--- config.mk ---
export PLATFORM = sky130hd
export DESIGN_NAME = cmic_top
export DESIGN_NICKNAME = d
export VERILOG_FILES = /design/src/design/cmic_pkg.sv /design/src/design/cmic_top.sv
export VERILOG_INCLUDE_DIRS = /design/src /design/src/design
export SDC_FILE = /design/constraint.sdc
export NUM_CORES = 1
export LEC_CHECK = 0
export BUFFER_PORTS_ARGS = -buffer_cell sky130_fd_sc_hd__buf_4
export CAP_MARGIN = 20
export CORE_MARGIN = 5
export CORE_UTILIZATION = 45
export CTS_BUF_LIST = sky130_fd_sc_hd__clkbuf_4 sky130_fd_sc_hd__clkbuf_8 sky130_fd_sc_hd__clkbuf_16
export DETAILED_ROUTE_END_ITERATION = 10
export PLACE_DENSITY = 0.75
export SLEW_MARGIN = 20
export SYNTH_ARGS = -nofsm -noshare
export SYNTH_HDL_FRONTEND = slang
export SYNTH_SLANG_ARGS = --single-unit
--- constraint.sdc ---
create_clock -name clk_sys -period 5.4 [get_ports clk_sys]
set_clock_uncertainty 0.05 [all_clocks]
set_input_delay 0.81 -clock clk_sys [delete_from_list [all_inputs] [get_ports clk_sys]]
set_output_delay 0.81 -clock clk_sys [all_outputs]
set_load 0.05 [all_outputs]
--- src/design/cmic_defs.svh ---
`ifndef CMIC_DEFS_SVH
`define CMIC_DEFS_SVH
// register byte offsets
`define CMIC_OFS_STAT 5'h00
`define CMIC_OFS_SPDP 5'h04
`define CMIC_OFS_ACC 5'h08
`define CMIC_OFS_IDXX 5'h0c
`define CMIC_OFS_IDXY 5'h10
`define CMIC_OFS_CTRL 5'h14
// status flag positions
`define CMIC_P_N 7
`define CMIC_P_V 6
`define CMIC_P_M 5
`define CMIC_P_X 4
`define CMIC_P_D 3
`define CMIC_P_I 2
`define CMIC_P_Z 1
`define CMIC_P_C 0
// reset and forced values
`define CMIC_RST_P 8'h34
`define CMIC_SP_HI_EMU 8'h01
`define CMIC_RST_SP 16'h01ff
`define CMIC_BANK_ZERO 8'h00
`define CMIC_COP_RSV_BIT 7
`endif

--- src/design/cmic_pkg.sv ---
`default_nettype none
package cmic_pkg;
  typedef enum logic [4:0] {
    OP_NOP, OP_CLR_STAT, OP_SET_STAT, OP_MODE, OP_MOVE_DEC, OP_MOVE_INC,
    OP_JMP_IND, OP_JML_IND, OP_JMP_IDX, OP_JSR_IDX, OP_BRK, OP_COP,
    OP_WAI, OP_STP, OP_XFER, OP_TAS, OP_TSA, OP_TAD, OP_TDA
  } cmic_op_e;
  typedef enum logic [1:0] {MD_NATIVE, MD_EMU16, MD_EMU8} cmic_mode_e;
  typedef enum logic [2:0] {ST_RUN, ST_WAIT, ST_STOP, ST_ABT1, ST_ABT2, ST_COLD} cmic_st_e;
  typedef enum logic [2:0] {
    VEC_NONE, VEC_COLD, VEC_ABORT, VEC_NMI, VEC_IRQ, VEC_BRK, VEC_COP
  } cmic_vec_e;
  typedef struct packed {
    cmic_op_e op;
    logic [15:0] aux;
    logic [31:0] data;
  } cmic_cmd_s;
  typedef struct packed {
    logic take;
    cmic_vec_e vec;
    logic push_pbr;
    logic [7:0] old_pbr;
    logic ret_wai;
    logic resume;
    logic cop_rsv;
  } cmic_evt_s;
  typedef struct packed {
    logic valid;
    logic dec;
    logic [23:0] src;
    logic [23:0] dst;
  } cmic_mv_s;
  typedef struct packed {
    logic valid;
    logic [7:0] bank;
  } cmic_jmp_s;
endpackage
`default_nettype wire

--- src/design/cmic_top.sv ---
`include "cmic_defs.svh"
`default_nettype none
module cmic_top
  import cmic_pkg::*;
(
  input wire logic clk_sys, // system clock
  input wire logic rst_n, // async reset, active low
  input wire logic cold_start_n, // cold start pin
  input wire logic cancel_instr_n, // abort pin
  input wire logic unmaskable_irq_n, // nmi pin
  input wire logic maskable_int_n, // irq pin
  input wire logic rdy_in, // external ready pin
  input wire logic bus_wr_i, // core is in a write cycle
  input wire logic cmd_valid_i, // command offered by core
  input wire cmic_cmd_s cmd_i, // command, operand and source value
  output logic cmd_rdy_o, // command accepted when valid
  output cmic_evt_s evt_o, // interrupt event, one-cycle take
  output cmic_mv_s mv_o, // block move addresses, one-cycle valid
  output cmic_jmp_s jmp_o, // indirect pointer bank, one-cycle valid
  output logic ready_o, // ready line driven by the core
  output logic clk_run_o, // main_clock gate enable
  output logic bank_mux_o, // bank address multiplex enable
  output logic bus_hold_o, // data bus held in transfer state
  output logic stall_o, // core stall request
  input wire logic [2:0] avs_address, // avalon word address
  input wire logic avs_read, // avalon read
  input wire logic avs_write, // avalon write
  input wire logic [31:0] avs_writedata, // avalon write data
  output logic [31:0] avs_readdata, // avalon read data
  output logic avs_waitrequest // avalon wait request
);

  ////////////////////////////////////////////////////////////////////
  // pin synchronisers; edges are taken from stage two and three only
  logic [4:0] s1_r;
  logic [4:0] s2_r;
  logic [4:0] s3_r;
  always_ff @(posedge clk_sys or negedge rst_n) begin
    if (!rst_n) begin
      s1_r <= 5'h1f;
      s2_r <= 5'h1f;
      s3_r <= 5'h1f;
    end else begin
      s1_r <= {cold_start_n, cancel_instr_n, unmaskable_irq_n, maskable_int_n, rdy_in};
      s2_r <= s1_r;
      s3_r <= s2_r;
    end
  end

  logic cold_s;
  logic cold_fall;
  logic abt_fall;
  logic nmi_fall;
  logic irq_act;
  logic rdy_s;
  assign cold_s = s2_r[4];
  assign cold_fall = s3_r[4] & ~s2_r[4];
  assign abt_fall = s3_r[3] & ~s2_r[3];
  assign nmi_fall = s3_r[2] & ~s2_r[2];
  // irq level lags one stage so a latched nmi or abort outranks a simultaneous irq
  assign irq_act = ~s2_r[1] & ~s3_r[1];
  assign rdy_s = s2_r[0];

  ////////////////////////////////////////////////////////////////////
  // architectural state
  cmic_st_e st_r;
  cmic_st_e st_nxt;
  cmic_mode_e mode_r;
  logic [7:0] p_r;
  logic [7:0] p_nxt;
  logic [7:0] pbr_r;
  logic [7:0] dbr_r;
  logic [31:0] acc_r;
  logic [31:0] x_r;
  logic [31:0] y_r;
  logic [15:0] sp_r;
  logic [15:0] dp_r;
  logic abt_pend_r;
  logic nmi_pend_r;
  logic wai_ret_r;
  logic cmd_rdy_r;
  logic fire;
  logic take;
  cmic_vec_e vec;
  logic resume;
  logic abt_wai;
  logic emu;
  logic wr_ctrl;

  assign fire = cmd_valid_i & cmd_rdy_r;
  assign emu = (mode_r != MD_NATIVE);

  // byte offset match, shared by read and write decode
  function automatic logic hit(input logic [2:0] a, input logic [4:0] ofs);
    hit = ({a, 2'b00} == ofs);
  endfunction

  // nz flags for a value of the given width
  function automatic logic [1:0] nz(input logic [31:0] v, input logic [1:0] w);
    case (w)
      2'h0: nz = {v[7], v[7:0] == 8'h00};
      2'h1: nz = {v[15], v[15:0] == 16'h0000};
      default: nz = {v[31], v == 32'h0000_0000};
    endcase
  endfunction

  ////////////////////////////////////////////////////////////////////
  // sequencer: command boundary, wait, stop, abort and cold start
  always_comb begin
    st_nxt = st_r;
    take = 1'b0;
    vec = VEC_NONE;
    resume = 1'b0;
    abt_wai = 1'b0;
    case (st_r)
      ST_RUN: begin
        // a command at the boundary defers interrupts by one cycle
        if (fire) begin
          case (cmd_i.op)
            OP_WAI: st_nxt = ST_WAIT;
            OP_STP: st_nxt = ST_STOP;
            OP_BRK: begin
              take = 1'b1;
              vec = VEC_BRK;
            end
            OP_COP: begin
              take = 1'b1;
              vec = VEC_COP;
            end
            default: st_nxt = ST_RUN;
          endcase
        end else if (abt_pend_r) begin
          st_nxt = ST_ABT1;
        end else if (nmi_pend_r) begin
          take = 1'b1;
          vec = VEC_NMI;
        end else if (irq_act && !p_r[`CMIC_P_I]) begin
          take = 1'b1;
          vec = VEC_IRQ;
        end
      end
      ST_WAIT: begin
        if (abt_pend_r) begin
          st_nxt = ST_ABT1;
          abt_wai = 1'b1;
        end else if (nmi_pend_r) begin
          st_nxt = ST_RUN;
          take = 1'b1;
          vec = VEC_NMI;
        end else if (irq_act) begin
          st_nxt = ST_RUN;
          if (p_r[`CMIC_P_I]) begin
            resume = 1'b1;
          end else begin
            take = 1'b1;
            vec = VEC_IRQ;
          end
        end
      end
      ST_ABT1: st_nxt = ST_ABT2;
      ST_ABT2: begin
        st_nxt = ST_RUN;
        take = 1'b1;
        vec = VEC_ABORT;
      end
      ST_STOP: st_nxt = ST_STOP;
      ST_COLD: begin
        if (cold_s) begin
          st_nxt = ST_RUN;
          take = 1'b1;
          vec = VEC_COLD;
        end
      end
      default: st_nxt = ST_RUN;
    endcase
    // cold start outranks everything and is the only way out of stop
    if (cold_fall) begin
      st_nxt = ST_COLD;
      take = 1'b0;
      vec = VEC_NONE;
      resume = 1'b0;
      abt_wai = 1'b0;
    end
  end

  always_ff @(posedge clk_sys or negedge rst_n) begin
    if (!rst_n) begin
      st_r <= ST_RUN;
      cmd_rdy_r <= 1'b1;
    end else begin
      st_r <= st_nxt;
      cmd_rdy_r <= (st_nxt == ST_RUN);
    end
  end

  // pending latches; a new edge wins over the clear in the same cycle
  always_ff @(posedge clk_sys or negedge rst_n) begin
    if (!rst_n) begin
      abt_pend_r <= 1'b0;
      nmi_pend_r <= 1'b0;
      wai_ret_r <= 1'b0;
    end else begin
      if (abt_fall) begin
        abt_pend_r <= 1'b1;
      end else if (st_r == ST_ABT2) begin
        abt_pend_r <= 1'b0;
      end
      if (nmi_fall) begin
        nmi_pend_r <= 1'b1;
      end else if (take && vec == VEC_NMI) begin
        nmi_pend_r <= 1'b0;
      end
      if (abt_wai) begin
        wai_ret_r <= 1'b1;
      end else if (take && vec == VEC_ABORT) begin
        wai_ret_r <= 1'b0;
      end
    end
  end

  ////////////////////////////////////////////////////////////////////
  // mode
  always_ff @(posedge clk_sys or negedge rst_n) begin
    if (!rst_n) begin
      mode_r <= MD_EMU8;
    end else if (take && vec == VEC_COLD) begin
      mode_r <= MD_EMU8;
    end else if (fire && cmd_i.op == OP_MODE) begin
      case (cmd_i.aux[1:0])
        2'h1: mode_r <= MD_EMU16;
        2'h2: mode_r <= MD_EMU8;
        default: mode_r <= MD_NATIVE;
      endcase
    end
  end

  // status flags; software write of I is applied first so hardware wins
  always_comb begin
    p_nxt = p_r;
    if (wr_ctrl) begin
      p_nxt[`CMIC_P_I] = avs_writedata[0];
    end
    if (fire) begin
      case (cmd_i.op)
        OP_CLR_STAT: p_nxt = p_nxt & ~cmd_i.aux[7:0];
        OP_SET_STAT: p_nxt = p_nxt | cmd_i.aux[7:0];
        OP_MODE: begin
          if (cmd_i.aux[1:0] != 2'h0 && cmd_i.aux[1:0] != 2'h3) begin
            p_nxt[`CMIC_P_M] = 1'b1;
            p_nxt[`CMIC_P_X] = 1'b1;
          end
        end
        OP_XFER: begin
          case (cmd_i.aux[1:0])
            2'h0: {p_nxt[`CMIC_P_N], p_nxt[`CMIC_P_Z]} =
                nz(cmd_i.data, p_r[`CMIC_P_M] ? 2'h0 : 2'h2);
            default: {p_nxt[`CMIC_P_N], p_nxt[`CMIC_P_Z]} =
                nz(cmd_i.data, p_r[`CMIC_P_X] ? 2'h0 : 2'h2);
          endcase
        end
        OP_TSA: {p_nxt[`CMIC_P_N], p_nxt[`CMIC_P_Z]} = nz({16'h0000, sp_r}, 2'h1);
        OP_TDA: {p_nxt[`CMIC_P_N], p_nxt[`CMIC_P_Z]} = nz({16'h0000, dp_r}, 2'h1);
        default: p_nxt = p_nxt;
      endcase
    end
    if (take) begin
      p_nxt[`CMIC_P_D] = 1'b0;
      p_nxt[`CMIC_P_I] = 1'b1;
      if (vec == VEC_COLD) begin
        p_nxt = `CMIC_RST_P;
      end
    end
    // emulation pins M and X high whatever the command asked
    if (emu) begin
      p_nxt[`CMIC_P_M] = 1'b1;
      p_nxt[`CMIC_P_X] = 1'b1;
    end
  end

  always_ff @(posedge clk_sys or negedge rst_n) begin
    if (!rst_n) begin
      p_r <= `CMIC_RST_P;
    end else begin
      p_r <= p_nxt;
    end
  end

  ////////////////////////////////////////////////////////////////////
  // program and data bank
  always_ff @(posedge clk_sys or negedge rst_n) begin
    if (!rst_n) begin
      pbr_r <= `CMIC_BANK_ZERO;
      dbr_r <= `CMIC_BANK_ZERO;
    end else if (take) begin
      pbr_r <= `CMIC_BANK_ZERO;
      if (emu || vec == VEC_COLD) begin
        dbr_r <= `CMIC_BANK_ZERO;
      end
    end else if (fire && (cmd_i.op == OP_MOVE_DEC || cmd_i.op == OP_MOVE_INC)) begin
      dbr_r <= cmd_i.aux[7:0];
    end
  end

  ////////////////////////////////////////////////////////////////////
  // accumulator, index, stack and direct registers
  always_ff @(posedge clk_sys or negedge rst_n) begin
    if (!rst_n) begin
      acc_r <= 32'h0000_0000;
      x_r <= 32'h0000_0000;
      y_r <= 32'h0000_0000;
      sp_r <= `CMIC_RST_SP;
      dp_r <= 16'h0000;
    end else if (take && vec == VEC_COLD) begin
      sp_r[15:8] <= `CMIC_SP_HI_EMU;
      x_r[31:8] <= 24'h000000;
      y_r[31:8] <= 24'h000000;
      dp_r <= 16'h0000;
    end else if (fire) begin
      case (cmd_i.op)
        OP_MODE: begin
          // only the high parts change; low bytes and acc stay put
          if (!emu && cmd_i.aux[1:0] != 2'h0 && cmd_i.aux[1:0] != 2'h3) begin
            sp_r[15:8] <= `CMIC_SP_HI_EMU;
            x_r[31:8] <= 24'h000000;
            y_r[31:8] <= 24'h000000;
          end
        end
        OP_XFER: begin
          case (cmd_i.aux[1:0])
            2'h0: acc_r <= p_r[`CMIC_P_M] ? {acc_r[31:8], cmd_i.data[7:0]}
                : cmd_i.data;
            2'h1: x_r <= p_r[`CMIC_P_X] ? {24'h000000, cmd_i.data[7:0]} : cmd_i.data;
            default: y_r <= p_r[`CMIC_P_X] ? {24'h000000, cmd_i.data[7:0]}
                : cmd_i.data;
          endcase
        end
        OP_TAS: sp_r <= (mode_r == MD_EMU8) ? {`CMIC_SP_HI_EMU, acc_r[7:0]}
            : acc_r[15:0];
        OP_TSA: acc_r[15:0] <= sp_r;
        OP_TAD: dp_r <= acc_r[15:0];
        OP_TDA: acc_r[15:0] <= dp_r;
        default: acc_r <= acc_r;
      endcase
    end
  end

  ////////////////////////////////////////////////////////////////////
  // interrupt event report
  always_ff @(posedge clk_sys or negedge rst_n) begin
    if (!rst_n) begin
      evt_o <= '0;
    end else begin
      evt_o.take <= take;
      evt_o.vec <= vec;
      evt_o.push_pbr <= take && !emu && vec != VEC_COLD;
      evt_o.old_pbr <= pbr_r;
      evt_o.ret_wai <= take && vec == VEC_ABORT && wai_ret_r;
      evt_o.resume <= resume;
      evt_o.cop_rsv <= take && vec == VEC_COP
          && cmd_i.aux[`CMIC_COP_RSV_BIT];
    end
  end

  ////////////////////////////////////////////////////////////////////
  // block move addresses and indirect pointer bank
  always_ff @(posedge clk_sys or negedge rst_n) begin
    if (!rst_n) begin
      mv_o <= '0;
      jmp_o <= '0;
    end else begin
      mv_o.valid <= fire && (cmd_i.op == OP_MOVE_DEC || cmd_i.op == OP_MOVE_INC);
      mv_o.dec <= (cmd_i.op == OP_MOVE_DEC);
      // emulation keeps both pointers inside the first page
      mv_o.src <= emu ? {cmd_i.aux[15:8], 8'h00, x_r[7:0]}
          : {cmd_i.aux[15:8], x_r[15:0]};
      mv_o.dst <= emu ? {cmd_i.aux[7:0], 8'h00, y_r[7:0]}
          : {cmd_i.aux[7:0], y_r[15:0]};
      jmp_o.valid <= fire && (cmd_i.op == OP_JMP_IND || cmd_i.op == OP_JML_IND
          || cmd_i.op == OP_JMP_IDX || cmd_i.op == OP_JSR_IDX);
      jmp_o.bank <= (cmd_i.op == OP_JMP_IDX || cmd_i.op == OP_JSR_IDX) ? pbr_r
          : `CMIC_BANK_ZERO;
    end
  end

  ////////////////////////////////////////////////////////////////////
  // pin-side controls: ready, clock gate, bus hold, stall
  always_ff @(posedge clk_sys or negedge rst_n) begin
    if (!rst_n) begin
      ready_o <= 1'b1;
      clk_run_o <= 1'b1;
      bank_mux_o <= 1'b1;
      bus_hold_o <= 1'b0;
      stall_o <= 1'b0;
    end else begin
      ready_o <= (st_nxt != ST_WAIT);
      // clock only comes back on the cold start edge, never on nmi or irq
      if (cold_fall) begin
        clk_run_o <= 1'b1;
      end else if (st_nxt == ST_STOP) begin
        clk_run_o <= 1'b0;
      end
      bank_mux_o <= (st_nxt != ST_STOP);
      bus_hold_o <= (st_nxt == ST_STOP) || (st_nxt == ST_WAIT);
      stall_o <= !rdy_s && !(bus_wr_i && emu);
    end
  end

  ////////////////////////////////////////////////////////////////////
  // avalon slave: one wait cycle, then the access completes
  logic acc_go;
  assign acc_go = (avs_read | avs_write) & ~avs_waitrequest;
  assign wr_ctrl = acc_go & avs_write & hit(avs_address, `CMIC_OFS_CTRL);

  always_ff @(posedge clk_sys or negedge rst_n) begin
    if (!rst_n) begin
      avs_waitrequest <= 1'b1;
      avs_readdata <= 32'h0000_0000;
    end else begin
      avs_waitrequest <= !((avs_read | avs_write) && avs_waitrequest);
      if (avs_read && avs_waitrequest) begin
        if (hit(avs_address, `CMIC_OFS_STAT)) begin
          avs_readdata <= {dbr_r, pbr_r, p_r, 1'b0, nmi_pend_r, abt_pend_r, mode_r, st_r};
        end else if (hit(avs_address, `CMIC_OFS_SPDP)) begin
          avs_readdata <= {dp_r, sp_r};
        end else if (hit(avs_address, `CMIC_OFS_ACC)) begin
          avs_readdata <= acc_r;
        end else if (hit(avs_address, `CMIC_OFS_IDXX)) begin
          avs_readdata <= x_r;
        end else if (hit(avs_address, `CMIC_OFS_IDXY)) begin
          avs_readdata <= y_r;
        end else if (hit(avs_address, `CMIC_OFS_CTRL)) begin
          avs_readdata <= {31'h0000_0000, p_r[`CMIC_P_I]};
        end else begin
          avs_readdata <= 32'h0000_0000;
        end
      end
    end
  end

  assign cmd_rdy_o = cmd_rdy_r;

endmodule
`default_nettype wire

==> reports/metrics.json, run 1 <==
{
  "wl_um": 33200,
  "unrepaired_setup_endpoints_after_global_routing": "false",
  "vdd.ir_drop.worst_mv": 0.215,
  "async_reset_ff_share_pct": 100,
  "timing.critical_path.from_type": "primary input",
  "nNetsFinal": 1280,
  "detailed_place_hpwl_um": 22600,
  "synth_compound_gate_area_share_pct": 17.0,
  "worstSetupEndpointType": "flop",
  "tightest_slew_ps": 1050,
  "clkLatencyLatePin_ps": 530,
  "yosys-mux-area-fraction_pct": 9.00,
  "drtPass1Iterations": 8,
  "cts_setup_buffers": 0,
  "final.period_utilization_pct": 49.8,
  "drt-wirelength-per-cell_um": 21.8,
  "cp_slowest_stage_delay_ps": 610,
  "worstPathRequired_ps": 5790,
  "floorplan.initialDensity_pct": 45.7,
  "critical_path.cell_chain": "buf_4 -> inv_1 -> nor2_1 -> buf_4 -> a21oi_1 -> o22ai_1 -> a22oi_1 -> o21ai_0",
  "ys_seq_area_share_pct": 57.7,
  "track_usage_pct": 22.5,
  "finalWorstPathRequiredPeriod_ps": 2690,
  "remaining_drc_errors": 0,
  "cp_num_buf_inv": 3,
  "setup_slack_ps": 2710,
  "critPathMostFrequentCell": "sky130_fd_sc_hd__buf_4",
  "syn_area_per_cell_um2": 11.1,
  "cpMaxStageDelayCell": "sky130_fd_sc_hd__buf_4",
  "synth_enable_flop_cells": 0,
  "yosysUniqueCellTypes": 70,
  "numCtsBuffers": 27,
  "hold_path_class": "in2async",
  "postSynthCellCount": 1033,
  "via_count_of_the_first_global_routing_pass": 8909,
  "floorplan.die.width_um": 170,
  "gr-usage-met1_pct": 30.7,
  "design_power_total_mw": 5.35,
  "synth_adder_area_share_pct": 0.435,
  "maxSlewHeadroom_pct": 29.6,
  "drt.antenna.violating_nets": 0,
  "power_per_cell_area_nw_per_um2": 386,
  "area_growth_syn_to_layout_pct": 20.4,
  "synth_area_um2": 11500,
  "timing.final.setup_violations": 0,
  "final.setup.tns_ps": 0,
  "synth.ff_latch_count": 264,
  "vias_per_cell": 5.82,
  "post_cts_hold_buffer_count": 0,
  "critPathKind": "in2reg",
  "clk_root_buffer_cell": "sky130_fd_sc_hd__clkbuf_16",
  "grt_pass1_wl_um": 51600,
  "htree_num_levels": 1,
  "port_buffers": 165,
  "leakage_nw": 6.48,
  "timing.critical_path.arrival_ps": 3080,
  "grt_use_met3_pct": 3.86,
  "report.final.slew_viol_count": 0,
  "die_area_um2": 28900,
  "synth_top_family_by_area": "compound AO/OA/AOI/OAI gates",
  "yosysWarnings": 0,
  "clkTransAtPathRegs_ps": 60,
  "grt_antenna_before_repair": 1,
  "crit_path_max_fo": 60,
  "fraction_of_final_layout_cells_sized_beyond_drive_strength_1_pct": 28.2,
  "synthesized_area_fraction_occupied_by_xor_and_xnor_cells_pct": 0,
  "max-cap-violations": 0,
  "tritoncts": "done",
  "detailroute.via_count": 8881,
  "postSynth.topFlopCell": "sky130_fd_sc_hd__dfrtp_1",
  "drtIter0Drc": 987,
  "preCtsSetupSlack_ps": 2200,
  "dieHeight_um": 170,
  "met2_usage_grt_pct": 36.6,
  "utilization_of_the_core_after_routing_pct": 55.0,
  "report.final.hold_viol_count": 0,
  "grt_start_max_net_pins": 105,
  "floorplan.core_area_um2": 25200,
  "cts_repair_resize_count": 0,
  "placement_rows": 58,
  "grt_busiest_layer": "met2",
  "io_pins": 213,
  "path_delay_family": "buffers and inverters",
  "fillers": 2194,
  "run_status": "finished, final reports clean",
  "gp_routability_congestion": 0.941,
  "synthSimpleGateAreaFrac_pct": 11.5,
  "fmax_ghz": 0.372,
  "max-clock-path-buffers": 3,
  "diodes": 0,
  "global_route.overflow_total": 0,
  "clock-sinks": 264
}
[per-stage QoR]
stage               instances  cell area (µm²)  hold slack, ps
CTS                      1524            13800             270
detailed placement       1477            12900             297
global placement         1477            12900             296
finish                   1525            13900             243
floorplan                1048            11600             295
global route             1525            13900             307
[cell usage in the layout (no fill, tap or decap), types with 4 or more instances in the layout]
cell type / n
sky130_fd_sc_hd__dfstp_2: 32
sky130_fd_sc_hd__dfrtp_1: 232
sky130_fd_sc_hd__clkbuf_8: 6
sky130_fd_sc_hd__o21ai_0: 76
sky130_fd_sc_hd__clkbuf_16: 27
sky130_fd_sc_hd__nor2b_1: 9
sky130_fd_sc_hd__nand4_1: 6
sky130_fd_sc_hd__nor4_1: 14
sky130_fd_sc_hd__a31oi_1: 4
sky130_fd_sc_hd__nand2b_1: 7
sky130_fd_sc_hd__nand3_1: 8
sky130_fd_sc_hd__a22oi_1: 38
sky130_fd_sc_hd__mux2_2: 58
sky130_fd_sc_hd__and2_1: 17
sky130_fd_sc_hd__a22o_1: 63
sky130_fd_sc_hd__a21oi_1: 68
sky130_fd_sc_hd__nand2_1: 101
sky130_fd_sc_hd__clkinv_2: 5
sky130_fd_sc_hd__buf_4: 173
sky130_fd_sc_hd__o211ai_1: 5
sky130_fd_sc_hd__inv_1: 24
sky130_fd_sc_hd__nor3_1: 7
sky130_fd_sc_hd__ha_1: 4
sky130_fd_sc_hd__mux2i_1: 36
sky130_fd_sc_hd__o22ai_1: 22
sky130_fd_sc_hd__nor2_1: 66
sky130_fd_sc_hd__conb_1: 16
[logic make-up after synthesis]
family                     Yosys count
AOI/OAI and AO/OA                  299
and+or+nand+nor                    270
DFF                                264
buffers and inverters              100
muxes                               95
adders and majority gates            4
other                                1
[where the power goes]
part | switching, mW | internal (mW)
Sequential | 0.198 | 2.19
Clock | 0.783 | 1.11
Combinational | 0.734 | 0.336
Total | 1.72 | 3.63
[worst paths after layout]
check                                    start               end  depth (start not counted)  slack [ps]
min in group clk_sys                   s1_r[0]           s2_r[0]                          0         300
worst min-delay path                     rst_n           mv_o[1]                          1         240
max in group asynchronous                rst_n  avs_readdata[30]                          2        3780
worst max-delay path            avs_address[0]  avs_readdata[30]                          8        2710
worst min register to register         s1_r[0]           s2_r[0]                          0         300
worst max register to register         st_r[0]         acc_r[24]                          4        2790
[state kept, by name (all words and copies together), names as in the netlist, 2 cells and up]
name and flops:
s3_r 4, dbr_r 8, mode_r 2, avs_readdata 32, sp_r 16, dp_r 16
evt_o 8, s2_r 5, s1_r 5, st_r 3, x_r 32, acc_r 32
p_r 8, mv_o 50, y_r 32
[Yosys cell counts, types with 2 or more instances]
| library cell | number | area share (%) |
|---|---|---|
| sky130_fd_sc_hd__or3_1 | 3 | 0.16 |
| sky130_fd_sc_hd__buf_4 | 18 | 1.2 |
| sky130_fd_sc_hd__nor2b_1 | 9 | 0.49 |
| sky130_fd_sc_hd__nor3_1 | 9 | 0.39 |
| sky130_fd_sc_hd__a211oi_1 | 2 | 0.13 |
| sky130_fd_sc_hd__ha_1 | 4 | 0.43 |
| sky130_fd_sc_hd__buf_1 | 4 | 0.13 |
| sky130_fd_sc_hd__buf_8 | 2 | 0.26 |
| sky130_fd_sc_hd__inv_1 | 24 | 0.78 |
| sky130_fd_sc_hd__nor2_1 | 67 | 2.2 |
| sky130_fd_sc_hd__nand2_2 | 2 | 0.11 |
| sky130_fd_sc_hd__a22oi_1 | 38 | 2.5 |
| sky130_fd_sc_hd__nand4_1 | 6 | 0.33 |
| sky130_fd_sc_hd__dfrtp_1 | 232 | 50 |
| sky130_fd_sc_hd__or4_1 | 2 | 0.13 |
| sky130_fd_sc_hd__nand3_1 | 8 | 0.35 |
| sky130_fd_sc_hd__nor3_2 | 2 | 0.17 |
| sky130_fd_sc_hd__o21a_1 | 3 | 0.20 |
| sky130_fd_sc_hd__nor3b_1 | 3 | 0.20 |
| sky130_fd_sc_hd__a22o_1 | 63 | 4.8 |
| sky130_fd_sc_hd__nand2_1 | 102 | 3.3 |
| sky130_fd_sc_hd__and2_1 | 17 | 0.92 |
| sky130_fd_sc_hd__and3b_1 | 2 | 0.15 |
| sky130_fd_sc_hd__o31ai_1 | 2 | 0.13 |
| sky130_fd_sc_hd__nand3b_1 | 2 | 0.13 |
| sky130_fd_sc_hd__buf_2 | 20 | 0.87 |
| sky130_fd_sc_hd__nor4_1 | 14 | 0.76 |
| sky130_fd_sc_hd__mux2i_1 | 36 | 3.1 |
| sky130_fd_sc_hd__dfstp_2 | 32 | 7.3 |
| sky130_fd_sc_hd__clkbuf_1 | 31 | 1.0 |
| sky130_fd_sc_hd__o211ai_1 | 5 | 0.33 |
| sky130_fd_sc_hd__o22ai_1 | 22 | 1.2 |
| sky130_fd_sc_hd__nand2b_1 | 7 | 0.38 |
| sky130_fd_sc_hd__mux2_2 | 58 | 5.7 |
| sky130_fd_sc_hd__o21ai_0 | 76 | 3.3 |
| sky130_fd_sc_hd__a31oi_1 | 4 | 0.22 |
| sky130_fd_sc_hd__nor2_2 | 2 | 0.11 |
| sky130_fd_sc_hd__a21oi_1 | 68 | 3.0 |
[area by class of cell]
type / count / area, µm² / area share (%)
well taps: 330 / 413 / 2.98
multi-input cells: 684 / 4450 / 32.1
flip-flops and latches: 264 / 6650 / 48.0
inverters: 24 / 90.1 / 0.650
clock buffers: 35 / 773 / 5.58
clock inverters: 12 / 135 / 0.975
repair buffers: 176 / 1350 / 9.73
[layer usage]
layer  vias to the layer above  wire length, µm
li1                       3963                -
met1                      4440            13600
met2                       391            16000
met3                        85             2520
met4                         2             1120
met5                         -               11
No activity file was read; power rests on OpenSTA's default activity.
==> run 2, diff against run 1 <==
--- a/config.mk
+++ b/config.mk
@@ -12,7 +12,7 @@
 export CORE_UTILIZATION = 45
 export CTS_BUF_LIST = sky130_fd_sc_hd__clkbuf_4 sky130_fd_sc_hd__clkbuf_8 sky130_fd_sc_hd__clkbuf_16
 export DETAILED_ROUTE_END_ITERATION = 10
-export PLACE_DENSITY = 0.75
+export PLACE_DENSITY = 0.77
 export SLEW_MARGIN = 20
 export SYNTH_ARGS = -nofsm -noshare
 export SYNTH_HDL_FRONTEND = slang
==> constraint.sdc (replaced) <==
create_clock -name clk_sys -period 2.15 [get_ports clk_sys]
set_clock_uncertainty 0.05 [all_clocks]
set_input_delay 0.3225 -clock clk_sys [delete_from_list [all_inputs] [get_ports clk_sys]]
set_output_delay 0.3225 -clock clk_sys [all_outputs]
set_load 0.05 [all_outputs]
==> run 2 against run 1 <==
Count of clock-buffer cells in the layout grew 1. Power grew to 2.6 times the previous value. Hold slack lost 240 ps. First-iteration DRC count shrank 10%. Critical endpoint is now nmi_pend_r. Largest power group unchanged. Highest routed layer is now met4.
==> reports/metrics.json, run 2 (synthesis gave the netlist of run 1 again) <==
{
  "drtIter0Drc": {"value": 885, "change": "-10%"},
  "via_count_of_the_first_global_routing_pass": {"value": 9323, "change": "+4.6%"},
  "tightest_slew": {"value": 692, "unit": "ps", "change": "-360 ps"},
  "worst_r2r_endpoint": "nmi_pend_r",
  "diodes": {"value": 0, "change": "unchanged"},
  "wl": {"value": 33900, "unit": "µm", "change": "+1.9%"},
  "drt.antenna.violating_nets": {"value": 0, "change": "unchanged"},
  "detailed_place_hpwl": {"value": 24100, "unit": "µm", "change": "+6.6%"},
  "path_delay_family": "compound AO/OA/AOI/OAI gates",
  "max-cap-violations": {"value": 0, "change": "unchanged"},
  "reg2reg_setup_slack": {"value": 60, "unit": "ps", "change": "-2730 ps"},
  "grt_antenna_before_repair": {"value": 0, "change": "-1"},
  "design_power_total": {"value": 13.7, "unit": "mW", "change": "+160%"},
  "final.setup.tns": {"value": 0, "unit": "ps", "change": "unchanged"},
  "worstPathRequired": {"value": 2480, "unit": "ps", "change": "-3310 ps"},
  "power_per_cell_area": {"value": 930, "unit": "nW/µm²", "change": "+140%"},
  "most_common_cell_after_layout_fill_and_taps_aside": "sky130_fd_sc_hd__dfrtp_1",
  "timing.critical_path.arrival": {"value": 2420, "unit": "ps", "change": "-660 ps"},
  "track_usage": {"value": 23.0, "unit": "%", "change": "+0.47 points"},
  "run_status": "finished, final reports clean",
  "floorplan.initialDensity": {"value": 45.7, "unit": "%", "change": "unchanged"},
  "unrepaired_setup_endpoints_after_global_routing": "false",
  "global_route.overflow_total": {"value": 0, "change": "unchanged"},
  "drtPass1Iterations": {"value": 7, "change": "-1"},
  "finalWorstPathRequiredPeriod_ps": 2090,
  "most_used_cells_in_the_layout_excluding_fill_and_tap_cells": "sky130_fd_sc_hd__dfrtp_1, sky130_fd_sc_hd__buf_4, sky130_fd_sc_hd__nand2_1, sky130_fd_sc_hd__o21ai_0, sky130_fd_sc_hd__a21oi_1",
  "area_growth_syn_to_layout_pct": 27.8,
  "clock-sinks": {"value": 264, "change": "unchanged"},
  "grt_busiest_layer": "met2",
  "number_of_flip_flops_in_the_largest_register": {"value": 50, "change": "unchanged"},
  "clkLatencyLatePin": {"value": 530, "unit": "ps", "change": "about the same"},
  "worst_reg_to_reg_cells": {"value": 5, "change": "+1"},
  "dieHeight": {"value": 170, "unit": "µm", "change": "unchanged"},
  "report.final.slew_viol_count": {"value": 0, "change": "unchanged"},
  "ff_latch_area": {"value": 6650, "unit": "µm²", "change": "about the same"},
  "tritoncts": "done",
  "port_buffers": {"value": 165, "change": "unchanged"},
  "floorplan.core_area": {"value": 25200, "unit": "µm²", "change": "unchanged"},
  "gr-usage-met1": {"value": 31.2, "unit": "%", "change": "+0.52 points"},
  "timing.critical_path.from_type": "flop",
  "maxSlewHeadroom": {"value": 53.5, "unit": "%", "change": "+24 points"},
  "hold_path_startpoint": "cmd_i[17]",
  "remaining_drc_errors": {"value": 0, "change": "unchanged"},
  "vias_per_cell": {"value": 5.74, "change": "-1.4%"},
  "worstHoldPathCells": 2,
  "worstSetupEndpointType": "flop",
  "fraction_of_final_layout_cells_sized_beyond_drive_strength_1": {"value": 30.4, "unit": "%", "change": "+2.2 points"},
  "hold_path_class": "in2reg",
  "crit_path_max_fo": {"value": 8, "change": "-87%"},
  "numCtsBuffers": {"value": 26, "change": "-3.7%"},
  "multiInputGateArea": {"value": 4460, "unit": "µm²", "change": "about the same"},
  "die_area": {"value": 28900, "unit": "µm²", "change": "unchanged"},
  "largest_register": "mv_o",
  "cp_num_buf_inv": {"value": 0, "change": "-3"},
  "grt_pass1_wl": {"value": 52800, "unit": "µm", "change": "+2.3%"},
  "critPathKind": "reg2reg",
  "gp_routability_congestion": {"value": 0.942, "change": "+0.18%"},
  "worstHoldEndpoint": "y_r[17]",
  "report.final.hold_viol_count": {"value": 0, "change": "unchanged"},
  "placement_rows": {"value": 58, "change": "unchanged"},
  "cpMaxStageDelayCell": "sky130_fd_sc_hd__dfrtp_1",
  "final.period_utilization_pct": 97.2,
  "detailroute.via_count": {"value": 9259, "change": "+4.3%"},
  "r2r-start": "st_r[1]",
  "vdd.ir_drop.worst": {"value": 0.560, "unit": "mV", "change": "+160%"},
  "clk_root_buffer_cell": "sky130_fd_sc_hd__clkbuf_16",
  "nNetsFinal": {"value": 1366, "change": "+6.7%"},
  "cp_slowest_stage_delay": {"value": 480, "unit": "ps", "change": "-130 ps"},
  "io_pins": {"value": 213, "change": "unchanged"},
  "fillers": {"value": 2082, "change": "-5.1%"},
  "grt_use_met3": {"value": 3.16, "unit": "%", "change": "-0.70 points"},
  "htree_num_levels": {"value": 1, "change": "unchanged"},
  "met2_usage_grt": {"value": 38.7, "unit": "%", "change": "+2.1 points"},
  "fmax_ghz": 0.478,
  "timing.final.setup_violations": {"value": 0, "change": "unchanged"},
  "leakage": {"value": 6.91, "unit": "nW", "change": "+6.6%"},
  "clkTransAtPathRegs": {"value": 70, "unit": "ps", "change": "about the same"},
  "floorplan.die.width": {"value": 170, "unit": "µm", "change": "unchanged"},
  "grt_start_max_net_pins": {"value": 65, "change": "-38%"},
  "max-clock-path-buffers": {"value": 3, "change": "unchanged"},
  "critical_path.cell_chain": "or2_2 -> o311ai_1 -> nand2_1 -> o31ai_1 -> o21ai_0",
  "drt-wirelength-per-cell": {"value": 21.0, "unit": "µm", "change": "-3.7%"}
}
-- run 2: what timing repair did --
action	CTS	global route
endpoints found under the setup margin	2	64
resized for setup	2	5
buffers inserted	0	0
hold buffers	38	0
hold endpoints to repair	93	0
-- run 2: metrics by stage --
stage	cells	area, µm²	util [%]	hold WS, ps	setup slack (ps)
after global placement	1527	13400	53.2	239	-16.7
after CTS	1613	14700	58.4	0.239	6.98
final	1613	14700	58.4	2.70	59.3
after detailed placement	1527	13400	53.2	239	-162
after global routing	1613	14700	58.4	0.401	2.97
after floorplan	1048	11600	-	-23.1	6.12
-- run 2: per-layer routing --
| metal | vias to the layer above | share of wire [%] |
|---|---|---|
| li1 | 4144 | - |
| met1 | 4682 | 41 |
| met2 | 366 | 49 |
| met3 | 67 | 6.1 |
| met4 | 0 | 3.2 |
| met5 | - | 0 |
-- run 2: worst max-delay path by stage --
stage	from	endpoint	slack, ps	cells after the start
floorplan	cmd_rdy_o	sp_r[8]	6	7
finish	st_r[1]	nmi_pend_r	60	5
global route	cmd_i[52]	p_r[7]	3	9
detailed placement	cmd_i[33]	acc_r[14]	-160	6
global placement	cmd_i[33]	acc_r[14]	-20	6
CTS	st_r[1]	nmi_pend_r	7	5
-- run 2: layout make-up --
class | count | area share (%)
sequential | 264 | 45.2
tap | 330 | 2.81
clock inverter | 12 | 0.969
clock buffer | 36 | 5.18
timing repair buffer | 263 | 15.0
multi-input combinational | 684 | 30.3
inverter | 24 | 0.612
-- run 2: report_power, final --
part,total [mW],switching (mW),leakage [nW],internal [mW]
combinational,2.98,1.94,2.97,1.04
clock,4.75,1.91,0.460,2.85
sequential,5.95,0.455,3.48,5.50
total,13.7,4.30,6.91,9.38
